### src/rmac_pkg.sv
// Shared constants, types and helpers of the receive MAC block.
// Assumes one 100 MHz clock and an AXI4-Lite master for software.
// What this block does
// - Double-edge error inputs sampled on both edges.
// - Collision honoured only half-duplex 10/100 options.
// - Carrier sense honoured only half-duplex 10/100 options.
// - One write request per byte with data.
// - Statistics vector valid while its enable high.
// - Byte count in statistics bits 15 to 0.
// - Bits 16-19: VLAN, pause, control, bad opcode.
// - Bits 20-23: dribble, broadcast, multicast, OK.
// - Bits 24-27: length, CRC, ignored, carrier seen.
// - Bits 29-31: gap violation, short, long.
// - Core runs at half rate in 10/100.
// - Frame error with end of frame on receive error, CRC or length faults.
// - FIFO full stops writes until frame end drains.
// - Ignore input keeps dropping received packets.
package rmac_pkg;
  localparam logic [4:0]  ADDR_CTRL   = 5'h00;
  localparam logic [4:0]  ADDR_MAXLEN = 5'h04;
  localparam logic [4:0]  ADDR_STAT   = 5'h08;
  localparam logic [4:0]  ADDR_ISTS   = 5'h0C;
  localparam logic [4:0]  ADDR_IMASK  = 5'h10;
  localparam logic [1:0]  OPT_DDR     = 2'h0;
  localparam logic [1:0]  OPT_GMII    = 2'h1;
  localparam logic [1:0]  OPT_SER     = 2'h2;
  localparam logic [5:0]  CTRL_RST    = 6'h01;
  localparam logic [15:0] MAXLEN_RST  = 16'h05EE;
  localparam logic [7:0]  SFD         = 8'hD5;
  localparam logic [15:0] TYPE_VLAN   = 16'h8100;
  localparam logic [15:0] TYPE_CTRL   = 16'h8808;
  localparam logic [15:0] OP_PAUSE    = 16'h0001;
  localparam logic [15:0] LEN_MAX     = 16'h05DC;
  localparam logic [15:0] HDR_FCS     = 16'h0012;
  localparam logic [15:0] MIN_FRAME   = 16'h0040;
  localparam logic [7:0]  IPG_MIN     = 8'h0C;
  localparam logic [31:0] CRC_GOOD    = 32'hDEBB20E3;
  localparam logic [31:0] CRC_POLY    = 32'hEDB88320;
  localparam logic [1:0]  RESP_OK     = 2'h0;
  localparam logic [1:0]  RESP_ERR    = 2'h2;
  localparam int          IRQ_EOF     = 0;
  localparam int          IRQ_ERR     = 1;
  localparam int          IRQ_FIFO    = 2;

  // Receive states.
  typedef enum logic [1:0] {
    ST_IDLE = 2'b00,
    ST_PRE  = 2'b01,
    ST_DATA = 2'b10
  } rmac_state_t;

  // Software configuration, bit 5 downward.
  typedef struct packed {
    logic       half;
    logic       gig;
    logic [1:0] opt;
    logic       spare;
    logic       en;
  } rmac_cfg_t;

  // Per-frame statistics vector layout.
  typedef struct packed {
    logic        long_f;
    logic        short_f;
    logic        ipg_v;
    logic        unused;
    logic        carrier;
    logic        ignored;
    logic        crc_err;
    logic        len_err;
    logic        ok;
    logic        mcast;
    logic        bcast;
    logic        dribble;
    logic        bad_op;
    logic        ctrl;
    logic        pause;
    logic        vlan;
    logic [15:0] count;
  } rmac_stat_t;

  // Reflected CRC-32 update over one byte.
  function automatic logic [31:0] crc_byte(logic [31:0] c, logic [7:0] b);
    logic [31:0] r;
    r = c ^ {24'h000000, b};
    for (int i = 0; i < 8; i++) begin
      r = r[0] ? ((r >> 1) ^ CRC_POLY) : (r >> 1);
    end
    return r;
  endfunction
endpackage

### src/rmac_in_pipe.sv
// Input pipeline of the double-edge receive pins.
// Assumes the pins change away from the clock edges that sample them.
`timescale 1ns/1ns
module rmac_in_pipe (
  // Clock and reset.
  input  wire logic       clock,
  input  wire logic       rst,
  // Rising-edge copies.
  input  wire logic [7:0] d_pos,
  input  wire logic       dv_pos,
  input  wire logic       er_pos,
  // Falling-edge copies.
  input  wire logic [3:0] d_neg,
  input  wire logic       dv_neg,
  input  wire logic       er_neg,
  // Pipelined copies.
  output logic      [7:0] d_pos_q,
  output logic            dv_pos_q,
  output logic            er_pos_q,
  output logic      [3:0] d_neg_q,
  output logic            dv_neg_q,
  output logic            er_neg_q
);
  // Rising-edge stage.
  always_ff @(posedge clock or posedge rst) begin
    if (rst) begin
      d_pos_q  <= 8'h00;
      dv_pos_q <= 1'b0;
      er_pos_q <= 1'b0;
    end else begin
      d_pos_q  <= d_pos;
      dv_pos_q <= dv_pos;
      er_pos_q <= er_pos;
    end
  end

  // Falling-edge stage.
  always_ff @(negedge clock or posedge rst) begin
    if (rst) begin
      d_neg_q  <= 4'h0;
      dv_neg_q <= 1'b0;
      er_neg_q <= 1'b0;
    end else begin
      d_neg_q  <= d_neg;
      dv_neg_q <= dv_neg;
      er_neg_q <= er_neg;
    end
  end
endmodule // rmac_in_pipe

### src/rmac_rx.sv
// Receive MAC: PHY inputs to FIFO writes and per-frame statistics.
// Assumes synchronous PHY pins and an AXI4-Lite master on the same clock.
`timescale 1ns/1ns
module rmac_rx (
  // Clock and reset.
  input  wire logic        clock,
  input  wire logic        rst,
  // Double-edge PHY pins.
  input  wire logic [7:0]  rxd_pos,
  input  wire logic [3:0]  rxd_neg,
  input  wire logic        rxdv_pos,
  input  wire logic        rxdv_neg,
  input  wire logic        rxer_pos,
  input  wire logic        rxer_neg,
  // Single-edge PHY pins.
  input  wire logic [7:0]  rxd,
  input  wire logic        rxdv,
  input  wire logic        rxer,
  input  wire logic        col,
  input  wire logic        crs,
  // Receive FIFO and host side.
  input  wire logic        rx_fifo_full,
  input  wire logic        rx_fifo_eof_out,
  input  wire logic        ignore_next_pkt,
  output logic             rx_write,
  output logic [7:0]       rx_dbout,
  output logic             rx_eof,
  output logic             rx_error,
  output logic             rx_fifo_error,
  output logic [31:0]      rx_stat_vector,
  output logic             rx_stat_en,
  output logic             irq,
  // AXI4-Lite slave.
  input  wire logic [4:0]  s_axi_awaddr,
  input  wire logic        s_axi_awvalid,
  output logic             s_axi_awready,
  input  wire logic [31:0] s_axi_wdata,
  input  wire logic [3:0]  s_axi_wstrb,
  input  wire logic        s_axi_wvalid,
  output logic             s_axi_wready,
  output logic [1:0]       s_axi_bresp,
  output logic             s_axi_bvalid,
  input  wire logic        s_axi_bready,
  input  wire logic [4:0]  s_axi_araddr,
  input  wire logic        s_axi_arvalid,
  output logic             s_axi_arready,
  output logic [31:0]      s_axi_rdata,
  output logic [1:0]       s_axi_rresp,
  output logic             s_axi_rvalid,
  input  wire logic        s_axi_rready
);
  // Whole state of the block.
  typedef struct packed {
    rmac_pkg::rmac_state_t st;
    logic        phase;
    logic        ign_s1;
    logic        ign_s2;
    logic [31:0] crc;
    logic [15:0] cnt;
    logic [15:0] tl;
    logic [15:0] op;
    logic        bcast;
    logic        mcast;
    logic        err;
    logic        col_seen;
    logic        car_seen;
    logic        ign;
    logic        ipgv;
    logic        drib;
    logic [7:0]  gap;
    logic        wr;
    logic [7:0]  dout;
    logic        eof;
    logic        ferr;
    logic        fifo_err;
    logic        sen;
    logic [31:0] svec;
    rmac_pkg::rmac_cfg_t cfg;
    logic [15:0] maxlen;
    logic [2:0]  ists;
    logic [2:0]  imask;
    logic        bvalid;
    logic [1:0]  bresp;
    logic        rvalid;
    logic [1:0]  rresp;
    logic [31:0] rdata;
  } rmac_reg_t;

  rmac_reg_t q;
  rmac_reg_t d;
  rmac_pkg::rmac_stat_t st_v;

  logic [7:0] p_d;
  logic [3:0] n_d;
  logic       p_dv;
  logic       n_dv;
  logic       p_er;
  logic       n_er;

  // Double-edge pins pass through both-edge flops first.
  rmac_in_pipe u_pipe (
    .clock    (clock),
    .rst      (rst),
    .d_pos    (rxd_pos),
    .dv_pos   (rxdv_pos),
    .er_pos   (rxer_pos),
    .d_neg    (rxd_neg),
    .dv_neg   (rxdv_neg),
    .er_neg   (rxer_neg),
    .d_pos_q  (p_d),
    .dv_pos_q (p_dv),
    .er_pos_q (p_er),
    .d_neg_q  (n_d),
    .dv_neg_q (n_dv),
    .er_neg_q (n_er)
  );

  logic       ddr;
  logic       core_en;
  logic       half_ok;
  logic       dv;
  logic       er;
  logic [7:0] byt;
  logic       sof;
  logic       fin;
  logic       crc_bad;
  logic       len_bad;
  logic       wr_take;
  logic       rd_take;

  // Input selection and the half-rate core strobe.
  always_comb begin
    ddr     = q.cfg.opt == rmac_pkg::OPT_DDR;
    core_en = q.cfg.gig | q.phase;
    half_ok = q.cfg.half & ~q.cfg.gig &
              (ddr | q.cfg.opt == rmac_pkg::OPT_SER);
    dv      = q.cfg.en & (ddr ? p_dv : rxdv);
    er      = ddr ? (p_er | n_er) : rxer;
    byt     = rxd;
    if (ddr) begin
      byt = q.cfg.gig ? p_d : {p_d[3:0], n_d};
    end
    sof     = core_en & dv & byt == rmac_pkg::SFD &
              (q.st == rmac_pkg::ST_IDLE | q.st == rmac_pkg::ST_PRE);
    fin     = core_en & ~dv & q.st == rmac_pkg::ST_DATA;
    crc_bad = q.crc != rmac_pkg::CRC_GOOD;
    len_bad = q.tl <= rmac_pkg::LEN_MAX &
              q.cnt < q.tl + rmac_pkg::HDR_FCS;
    wr_take = s_axi_awvalid & s_axi_wvalid & ~q.bvalid;
    rd_take = s_axi_arvalid & ~q.rvalid;
  end

  // Statistics vector assembled at frame end.
  always_comb begin
    st_v         = '0;
    st_v.count   = q.cnt;
    st_v.vlan    = q.tl == rmac_pkg::TYPE_VLAN;
    st_v.ctrl    = q.tl == rmac_pkg::TYPE_CTRL;
    st_v.pause   = st_v.ctrl & q.op == rmac_pkg::OP_PAUSE;
    st_v.bad_op  = st_v.ctrl & q.op != rmac_pkg::OP_PAUSE;
    st_v.dribble = q.drib;
    st_v.bcast   = q.bcast;
    st_v.mcast   = q.mcast & ~q.bcast;
    st_v.len_err = len_bad;
    st_v.crc_err = crc_bad;
    st_v.ignored = q.ign;
    st_v.carrier = q.car_seen;
    st_v.unused  = 1'b0;
    st_v.ipg_v   = q.ipgv;
    st_v.short_f = q.cnt < rmac_pkg::MIN_FRAME;
    st_v.long_f  = q.cnt > q.maxlen;
    st_v.ok      = ~(q.err | crc_bad | len_bad | q.col_seen | q.ign |
                     q.fifo_err | st_v.short_f | st_v.long_f);
  end

  // Next-state logic of frame path and register file.
  always_comb begin
    d        = q;
    d.wr     = 1'b0;
    d.eof    = 1'b0;
    d.sen    = 1'b0;
    d.phase  = ~q.phase;
    d.ign_s1 = ignore_next_pkt;
    d.ign_s2 = q.ign_s1;
    if (core_en && q.st == rmac_pkg::ST_IDLE && q.gap != 8'hFF) begin
      d.gap = q.gap + 8'h01;
    end
    if (half_ok && crs && !dv && q.st == rmac_pkg::ST_IDLE) begin
      d.car_seen = 1'b1;
    end
    unique case (q.st)
      rmac_pkg::ST_IDLE: begin
        if (core_en && dv && !sof) begin
          d.st = rmac_pkg::ST_PRE;
        end
      end
      rmac_pkg::ST_PRE: begin
        if (core_en && !dv) begin
          d.st = rmac_pkg::ST_IDLE;
        end
      end
      rmac_pkg::ST_DATA: begin
        if (core_en && dv) begin
          d.cnt = q.cnt + 16'h0001;
          d.crc = rmac_pkg::crc_byte(q.crc, byt);
          d.err = q.err | er;
          d.col_seen = q.col_seen | (half_ok & col);
          d.drib = ddr & ~q.cfg.gig & (p_dv != n_dv);
          if (q.cnt < 16'h0006) begin
            d.bcast = q.bcast & byt == 8'hFF;
          end
          if (q.cnt == 16'h0000) begin
            d.mcast = byt[0];
          end
          if (q.cnt == 16'h000C || q.cnt == 16'h000D) begin
            d.tl = {q.tl[7:0], byt};
          end
          if (q.cnt == 16'h000E || q.cnt == 16'h000F) begin
            d.op = {q.op[7:0], byt};
          end
          if (!q.ign && !q.fifo_err) begin
            if (rx_fifo_full) begin
              d.fifo_err = 1'b1;
            end else begin
              d.wr   = 1'b1;
              d.dout = byt;
            end
          end
        end
        if (fin) begin
          d.st       = rmac_pkg::ST_IDLE;
          d.eof      = 1'b1;
          d.ferr     = q.err | crc_bad | len_bad;
          d.sen      = 1'b1;
          d.svec     = st_v;
          d.car_seen = 1'b0;
          d.gap      = 8'h00;
        end
      end
      default: d.st = rmac_pkg::ST_IDLE;
    endcase
    if (sof) begin
      d.st       = rmac_pkg::ST_DATA;
      d.cnt      = 16'h0000;
      d.crc      = 32'hFFFFFFFF;
      d.tl       = 16'h0000;
      d.op       = 16'h0000;
      d.bcast    = 1'b1;
      d.mcast    = 1'b0;
      d.err      = 1'b0;
      d.col_seen = 1'b0;
      d.drib     = 1'b0;
      d.ign      = q.ign_s2;
      d.ipgv     = q.gap < rmac_pkg::IPG_MIN;
    end
    // A draining frame end releases the FIFO error; a new one wins.
    if (rx_fifo_eof_out && !(d.fifo_err && !q.fifo_err)) begin
      d.fifo_err = 1'b0;
    end
    // Interrupt clears by writing ones; fresh events win.
    if (wr_take && s_axi_awaddr == rmac_pkg::ADDR_ISTS && s_axi_wstrb[0]) begin
      d.ists = q.ists & ~s_axi_wdata[2:0];
    end
    if (d.eof) begin
      d.ists[rmac_pkg::IRQ_EOF] = 1'b1;
    end
    if (d.eof && d.ferr) begin
      d.ists[rmac_pkg::IRQ_ERR] = 1'b1;
    end
    if (d.fifo_err && !q.fifo_err) begin
      d.ists[rmac_pkg::IRQ_FIFO] = 1'b1;
    end
    // Register writes.
    if (s_axi_bready) begin
      d.bvalid = 1'b0;
    end
    if (wr_take) begin
      d.bvalid = 1'b1;
      d.bresp  = rmac_pkg::RESP_OK;
      unique case (s_axi_awaddr)
        rmac_pkg::ADDR_CTRL: begin
          if (s_axi_wstrb[0]) begin
            d.cfg = s_axi_wdata[5:0];
          end
        end
        rmac_pkg::ADDR_MAXLEN: begin
          if (s_axi_wstrb[0]) begin
            d.maxlen[7:0] = s_axi_wdata[7:0];
          end
          if (s_axi_wstrb[1]) begin
            d.maxlen[15:8] = s_axi_wdata[15:8];
          end
        end
        rmac_pkg::ADDR_IMASK: begin
          if (s_axi_wstrb[0]) begin
            d.imask = s_axi_wdata[2:0];
          end
        end
        rmac_pkg::ADDR_ISTS: d.bresp = rmac_pkg::RESP_OK;
        default: d.bresp = rmac_pkg::RESP_ERR;
      endcase
    end
    // Register reads.
    if (s_axi_rready) begin
      d.rvalid = 1'b0;
    end
    if (rd_take) begin
      d.rvalid = 1'b1;
      d.rresp  = rmac_pkg::RESP_OK;
      unique case (s_axi_araddr)
        rmac_pkg::ADDR_CTRL:   d.rdata = {26'h0000000, q.cfg};
        rmac_pkg::ADDR_MAXLEN: d.rdata = {16'h0000, q.maxlen};
        rmac_pkg::ADDR_STAT:   d.rdata = q.svec;
        rmac_pkg::ADDR_ISTS:   d.rdata = {29'h00000000, q.ists};
        rmac_pkg::ADDR_IMASK:  d.rdata = {29'h00000000, q.imask};
        default: begin
          d.rdata = 32'h00000000;
          d.rresp = rmac_pkg::RESP_ERR;
        end
      endcase
    end
  end

  // State register.
  always_ff @(posedge clock or posedge rst) begin
    if (rst) begin
      q        <= '0;
      q.st     <= rmac_pkg::ST_IDLE;
      q.gap    <= 8'hFF;
      q.cfg    <= rmac_pkg::CTRL_RST;
      q.maxlen <= rmac_pkg::MAXLEN_RST;
    end else begin
      q <= d;
    end
  end

  // Outputs from the state register; the AXI ready signals decode the request inputs.
  assign rx_write       = q.wr;
  assign rx_dbout       = q.dout;
  assign rx_eof         = q.eof;
  assign rx_error       = q.eof & q.ferr;
  assign rx_fifo_error  = q.fifo_err;
  assign rx_stat_vector = q.svec;
  assign rx_stat_en     = q.sen;
  assign irq            = |(q.ists & q.imask);
  assign s_axi_awready  = wr_take;
  assign s_axi_wready   = wr_take;
  assign s_axi_bvalid   = q.bvalid;
  assign s_axi_bresp    = q.bresp;
  assign s_axi_arready  = rd_take;
  assign s_axi_rvalid   = q.rvalid;
  assign s_axi_rresp    = q.rresp;
  assign s_axi_rdata    = q.rdata;
endmodule // rmac_rx

### config.mk
export PLATFORM = sky130hd
export DESIGN_NAME = rmac_rx
export DESIGN_NICKNAME = d
export VERILOG_FILES = /design/src/rmac_pkg.sv /design/src/rmac_in_pipe.sv /design/src/rmac_rx.sv
export SDC_FILE = /design/constraint.sdc
export NUM_CORES = 1
export LEC_CHECK = 0
export BUFFER_PORTS_ARGS = -buffer_cell sky130_fd_sc_hd__buf_2
export CAP_MARGIN = 20
export CORE_UTILIZATION = 50
export CTS_BUF_LIST = sky130_fd_sc_hd__clkbuf_4
export DETAILED_ROUTE_END_ITERATION = 6
export GPL_TIMING_DRIVEN = 0
export PLACE_DENSITY = 0.71
export SETUP_SLACK_MARGIN = 0.5
export SLEW_MARGIN = 5
export SYNTH_ARGS = -nofsm -noshare
export SYNTH_HDL_FRONTEND = slang
export SYNTH_SLANG_ARGS = --single-unit
### constraint.sdc
create_clock -name clock -period 19.38 [get_ports clock]
set_input_delay 1.938 -clock clock [delete_from_list [all_inputs] [get_ports clock]]
set_output_delay 1.938 -clock clock [all_outputs]
set_load 0.02 [all_outputs]
==> flow_summary.json, run 1 <==
{
  "status": "finished, final reports clean",
  "dieArea_um2": 24220,
  "die-width_um": 155.6,
  "powerDensity_nw_per_um2": 79.51,
  "grt_max_degree": 114,
  "overflow": 0,
  "path_clk_slew_ns": 0.07,
  "regToRegStartpoint": "u_pipe.d_neg_q[1]",
  "synth.distinct_cells": 76,
  "portBuffers": 147,
  "cp-end-kind": "flip-flop",
  "yosysSeqAreaShare_pct": 47.47,
  "setup_viol": 0,
  "slew_violations": 0,
  "switching_power_uw": 306.4,
  "worstSetupPathType": "reg2reg",
  "syn_to_final_growth_pct": 16.73,
  "cp_top_family": "simple AND/OR/NAND/NOR gates",
  "antenna_found_initial": 1,
  "cts-hold-fix-buffers": 0,
  "rows": 55,
  "start_util_pct": 51.50,
  "clk_path_buf_depth": 3,
  "clock-sinks": 223,
  "h-tree-depth": 2,
  "setup_tns_ns": 0,
  "placed_area_um2": 12990,
  "sw_frac_of_total_pct": 27.97,
  "drt_wl_total_um": 29310,
  "drive_above_1_share_pct": 28.86,
  "comb_power_share_pct": 15.6,
  "clk_latency_ns": 0.69,
  "post-place-ws_ns": 6.962,
  "post_cts_buffers": 0,
  "cp_max_fo": 10,
  "cpPeakStageDelay_ns": 0.62,
  "clockPowerShare_pct": 38.3,
  "crit_chain": "mux2i_1 -> o21ai_0 -> or4b_4 -> nor4_2 -> nor2_1 -> clkbuf_1 -> nand2_1 -> o21ai_0",
  "cp_data_arrival_time_ns": 12.90,
  "cp-start-kind": "flip-flop",
  "die_h_um": 155.6,
  "synth_area_leaders": "dfrtp_1, nand2_1, buf_4",
  "rsz0062_at_grt": "no",
  "wl_per_cell_um": 16.49,
  "initialDrtViolationCount": 569,
  "peakVddDrop_mv": 0.05826,
  "avgViaCountPerCell": 5.284,
  "nNetsFinal": 1537,
  "synth.most_common_cell": "nand2_1",
  "synthTopCellsByCount": "nand2_1, dfrtp_1, o21ai_0, buf_4, nor2_1",
  "ys_seq_elements": 223,
  "synth_top_cell_by_area": "dfrtp_1",
  "worstReg2RegEnd": "q[156]",
  "grt_pass1_vias": 9327,
  "syn-cell-area_um2": 11800,
  "synth_edf_count": 0,
  "cp_slowest_cell": "or4b_4",
  "synth_top_area_share_pct": 42.41,
  "whs_endpoint": "q[207]",
  "coreArea_um2": 22920,
  "ios": 171,
  "drtAntennaViolNets": 0,
  "intPower_uw": 788.9,
  "ys.flop_type": "dfrtp_1",
  "fin_cells": 1777,
  "grt_first_pass_wirelength_um": 47710,
  "reg2reg_depth": 8,
  "dp_cells": 1666,
  "async_flop_share_pct": 100.0,
  "numCtsBuffers": 60,
  "synth_warnings": 0,
  "track_usage_pct": 24.98,
  "drt_pass1_iterations": 6,
  "skew_ns": 0.09099,
  "avgSynthCellArea_um2": 9.826,
  "path_common_cell": "o21ai_0",
  "hp-class": "reg2reg",
  "hold_depth": 0,
  "p_seq_share_pct": 46.2,
  "min_from": "d[207]",
  "slew_headroom_pct": 30.13,
  "crit_required_ns": 19.88,
  "stdcell_area_um2": 13780,
  "ctsResizeCount": 0,
  "vias": 9389,
  "leakagePower_nw": 6.768,
  "worst_pin_slew_ns": 1.038,
  "layout_setup_ws_ns": 6.985,
  "netlist_instances": 1201,
  "r2r_setup_slack_ns": 6.99,
  "power_mw": 1.095,
  "cts_tree": "yes",
  "gp_congestion": 0.9061,
  "hold_violations": 0,
  "worstPathBufferInverterCount": 1,
  "clockRootBuffer": "clkbuf_4",
  "dp_hpwl_um": 21320,
  "max_cap_viol_count": 0,
  "drc": 0
}
## cells in the final DEF, fill, tap and decap left out, drive strengths merged, types with 5 or more instances in the layout
| cell type | synthesis | routed |
|---|---|---|
| or2 | 5 | 5 |
| a21oi | 41 | 41 |
| mux2i | 13 | 13 |
| ha | 37 | 37 |
| o21ai | 107 | 107 |
| dfrtn | 6 | 6 |
| clkinv | 1 | 10 |
| xnor2 | 41 | 41 |
| nor3 | 15 | 15 |
| nor2 | 71 | 71 |
| nand2b | 6 | 6 |
| buf | 86 | 234 |
| o31ai | 6 | 6 |
| nor4 | 14 | 14 |
| dfstp | 17 | 17 |
| xor2 | 52 | 52 |
| o21a | 11 | 11 |
| inv | 32 | 32 |
| dfrtp | 200 | 200 |
| a22oi | 11 | 11 |
| nand4 | 18 | 18 |
| nand2 | 217 | 217 |
| mux2 | 35 | 35 |
| nor2b | 6 | 6 |
| nand3 | 45 | 45 |
| clkbuf | 41 | 140 |
| a21o | 7 | 7 |
## power by group through the flow
stage          combinational (mW)  clock [mW]  sequential (mW)
2_1_floorplan               0.132           0            0.510
3_3_place_gp                0.168           0            0.513
3_5_place_dp                0.171           0            0.514
4_1_cts                     0.172       0.430            0.505
5_1_grt                     0.188       0.455            0.508
6_report                    0.171       0.419            0.506
## worst max path at each step
stage               cells past startpoint         startpoint                end
floorplan                               1                rst  u_pipe.d_neg_q[0]
global route                            8  u_pipe.d_neg_q[1]             q[156]
detailed placement                      7  u_pipe.d_neg_q[1]             q[189]
CTS                                     7  u_pipe.d_neg_q[1]             q[186]
global placement                        2                rst    u_pipe.dv_neg_q
finish                                  8  u_pipe.d_neg_q[1]             q[156]
## sequential cells by signal, indices dropped and copies added (netlist names), 4 cells and up
register        flops
q                 129
rx_dbout            8
rx_stat_vector     31
s_axi_rdata        31
u_pipe.d_neg_q      4
u_pipe.d_pos_q      8
## metal layers
layer	up-vias	part of all wire [%]	GRT usage, %
li1	4506	-	-
met1	4511	45	34.20
met2	319	46	39.70
met3	53	6.5	4.944
met4	0	2.2	8.637
met5	-	0	0
## cell families (layout without fill, tap and decap cells)
family	after synthesis	in the layout	share of synthesized area, %
flops	223	223	47.47
fa+ha+maj	37	37	3.923
compound gates	214	214	11.21
other cells	1	6	0.03178
mux	48	48	4.548
xor+xnor	94	94	8.683
simple gates	424	424	16.29
buf+inv	160	418	7.856
## final cells by class
cell class	instances	area (µm²)
multi-input combinational	821	5284
clock inverter	10	43.79
fill	2054	9140
buffer	127	803.3
sequential	223	5602
inverter	33	131.4
tap	313	391.6
antenna	2	5.005
timing repair buffer	150	779.5
clock buffer	98	735.7
## stage by stage
step,utilization [%],hold slack [ns]
final,60.11,0.3559
after global routing,60.11,0.3577
after CTS,60.07,0.3589
after detailed placement,56.67,0.3364
after global placement,56.47,0.3327
after floorplan,-,0.3312
(Power assumes the default switching activity.)
==> run 2, diff against run 1 <==
Settings changed: ABC_AREA set to 1.
Clock period 19.38 ns to 11.7 ns, I/O delays scaled along.
==> flow_summary.json, run 2 <==
{
  "drive_above_1_share_pct": 23.42,
  "grt_max_degree": 41,
  "worstSetupPathType": "reg2reg",
  "setup_viol": 0,
  "leakagePower_nw": 7.723,
  "max_cap_viol_count": 0,
  "stdcell_area_um2": 14770,
  "final_cell_mix": "nand2_1, dfrtp_1, inv_1",
  "clk_latency_ns": 0.73,
  "wl_per_cell_um": 16.25,
  "setup_tns_ns": 0,
  "regToRegStartpoint": "u_pipe.d_neg_q[3]",
  "drt_wl_total_um": 35830,
  "placed_area_um2": 13960,
  "synth_area_leaders": "dfrtp_1, nand2_1, inv_1",
  "slew_violations": 0,
  "cpPeakStageDelay_ns": 0.41,
  "ys.flop_type": "dfrtp_1",
  "nNetsFinal": 1951,
  "drtAntennaViolNets": 0,
  "clockRootBuffer": "clkbuf_4",
  "status": "finished, final reports clean",
  "synth.most_common_cell": "nand2_1",
  "synth_xor_area_share_pct": 2.751,
  "grt_pass1_vias": 10830,
  "worstPathBufferInverterCount": 4,
  "hold_violations": 0,
  "coreArea_um2": 24600,
  "grt_first_pass_wirelength_um": 56950,
  "top_register": "q",
  "post_cts_buffers": 0,
  "path_clk_slew_ns": 0.06,
  "hp-class": "reg2reg",
  "vias": 11460,
  "cp_slowest_cell": "dfrtn_1",
  "worst_pin_slew_ns": 0.7499,
  "die-width_um": 161.3,
  "yosys.area_share.simple_pct": 26.33,
  "synth.mux.area_fraction_pct": 0.7987,
  "avgViaCountPerCell": 5.200,
  "drt_pass1_iterations": 5,
  "peakVddDrop_mv": 0.08663,
  "track_usage_pct": 27.99,
  "avgSynthCellArea_um2": 7.871,
  "worstReg2RegEnd": "q[128]",
  "skew_ns": 0.08214,
  "syn_to_final_growth_pct": 16.41,
  "fin_cells": 2204,
  "reg2reg_depth": 13,
  "hold_slack_ns": 0.3591,
  "clk_path_buf_depth": 3,
  "synth-adder-area-share_pct": 3.649,
  "cts-hold-fix-buffers": 0,
  "rows": 57,
  "cp_max_fo": 10,
  "initialDrtViolationCount": 986,
  "synthTopCellsByCount": "nand2_1, dfrtp_1, inv_1, nand3_1, o21ai_0",
  "portBuffers": 147,
  "drc": 0,
  "synth_top_cell_by_area": "dfrtp_1",
  "start_util_pct": 51.57,
  "async_flop_share_pct": 100.0,
  "cts_tree": "yes",
  "crit_required_ns": 12.31,
  "synth_edf_count": 0,
  "slew_headroom_pct": 49.73,
  "dp_cells": 2092,
  "gp_congestion": 0.9660,
  "powerDensity_nw_per_um2": 127.0,
  "rsz0062_at_grt": "no",
  "cp-end-kind": "flip-flop",
  "die_h_um": 161.3,
  "synth.distinct_cells": 54,
  "layout_setup_ws_ns": 3.793,
  "ios": 171,
  "layout_commonest_cell": "nand2_1",
  "r2r_setup_slack_ns": 3.79,
  "numCtsBuffers": 60,
  "crit_start": "u_pipe.d_neg_q[3]",
  "synth_compound_area_share_pct": 10.08,
  "synth_top_area_share_pct": 39.44,
  "cp_data_arrival_time_ns": 8.51,
  "cp_top_family": "simple AND/OR/NAND/NOR gates",
  "synth_warnings": 0,
  "crit_path_end": "q[128]",
  "overflow": 0,
  "largest_reg_flops": 129,
  "clock-sinks": 223,
  "synth_top_family_by_area": "simple AND/OR/NAND/NOR gates",
  "yosysSeqAreaShare_pct": 44.15,
  "dieArea_um2": 26020,
  "syn-cell-area_um2": 12690,
  "ctsResizeCount": 0,
  "h-tree-depth": 2,
  "antenna_found_initial": 1,
  "crit_chain": "inv_1 -> nand2_1 -> nand3_1 -> nand2_1 -> inv_1 -> nand4_1 -> nor2_2 -> nand3_2 -> buf_6 -> a21boi_4 -> buf_2 -> nand2_1 -> o21ai_1",
  "cp-start-kind": "flip-flop",
  "ys_seq_elements": 223,
  "final_util_pct": 60.03,
  "crit_cells": 13,
  "power_mw": 1.876,
  "dp_hpwl_um": 27210,
  "path_common_cell": "nand2_1",
  "post-place-ws_ns": 3.769,
  "netlist_instances": 1612
}
run 2: cell count changes after synthesis, sizes merged, moves of 19 or more:
| cell | change |
|---|---|
| xnor2 | -35 |
| nor2 | +24 |
| inv | +156 |
| nand2 | +263 |
| xor2 | -19 |
| mux2 | -26 |
| o21ai | +20 |
| nand3 | +64 |
run 2: power by group:
part | internal [mW] | total [mW] | switching [mW]
sequential | 0.813 | 0.838 | 0.0243
combinational | 0.107 | 0.315 | 0.208
clock | 0.385 | 0.724 | 0.339
run 2: layout make-up:
cell class / count / area, µm²
Clock inverter: 18 / 105.1
Tap cell: 324 / 405.4
Inverter: 188 / 714.4
Clock buffer: 93 / 698.2
Sequential cell: 223 / 5602
Fill cell: 2273 / 9834
Buffer: 127 / 839.6
Multi-Input combinational cell: 1077 / 5548
Timing Repair Buffer: 153 / 855.8
Antenna cell: 1 / 2.502
run 2: cells by family after synthesis:
kind of cell               count (synthesis)
buffers and inverters                    315
and+or+nand+nor                          762
DFF                                      223
xor gates and xnor gates                  39
other                                      1
adders and majority gates                 37
muxes                                      9
AOI/OAI and AO/OA                        226
run 2: how the worst min path moves through the flow:
stage | start | end | slack [ns] | cells after the start
6_report | d[207] | q[207] | 0.36 | 0
5_1_grt | d[207] | q[207] | 0.38 | 0
4_1_cts | d[207] | q[207] | 0.37 | 0
3_5_place_dp | d[207] | q[207] | 0.35 | 0
3_3_place_gp | d[207] | q[207] | 0.34 | 0
2_1_floorplan | d[207] | q[207] | 0.33 | 0
run 2: layer usage:
layer  wire, µm  GRT usage (%)  up-vias
met5          0              0        -
met4       1123          10.81        0
met3       2112          4.520       81
met2      17340          47.34      397
met1      15250          35.98     5359
li1           -              -     5624
run 2: worst register-to-register path: cells and delay by family (launching register included):
kind	cells	cell delay (ns)
and+or+nand+nor	7	0.66
AOI/OAI and AO/OA	2	0.36
buffers and inverters	4	0.60
DFF	1	0.41
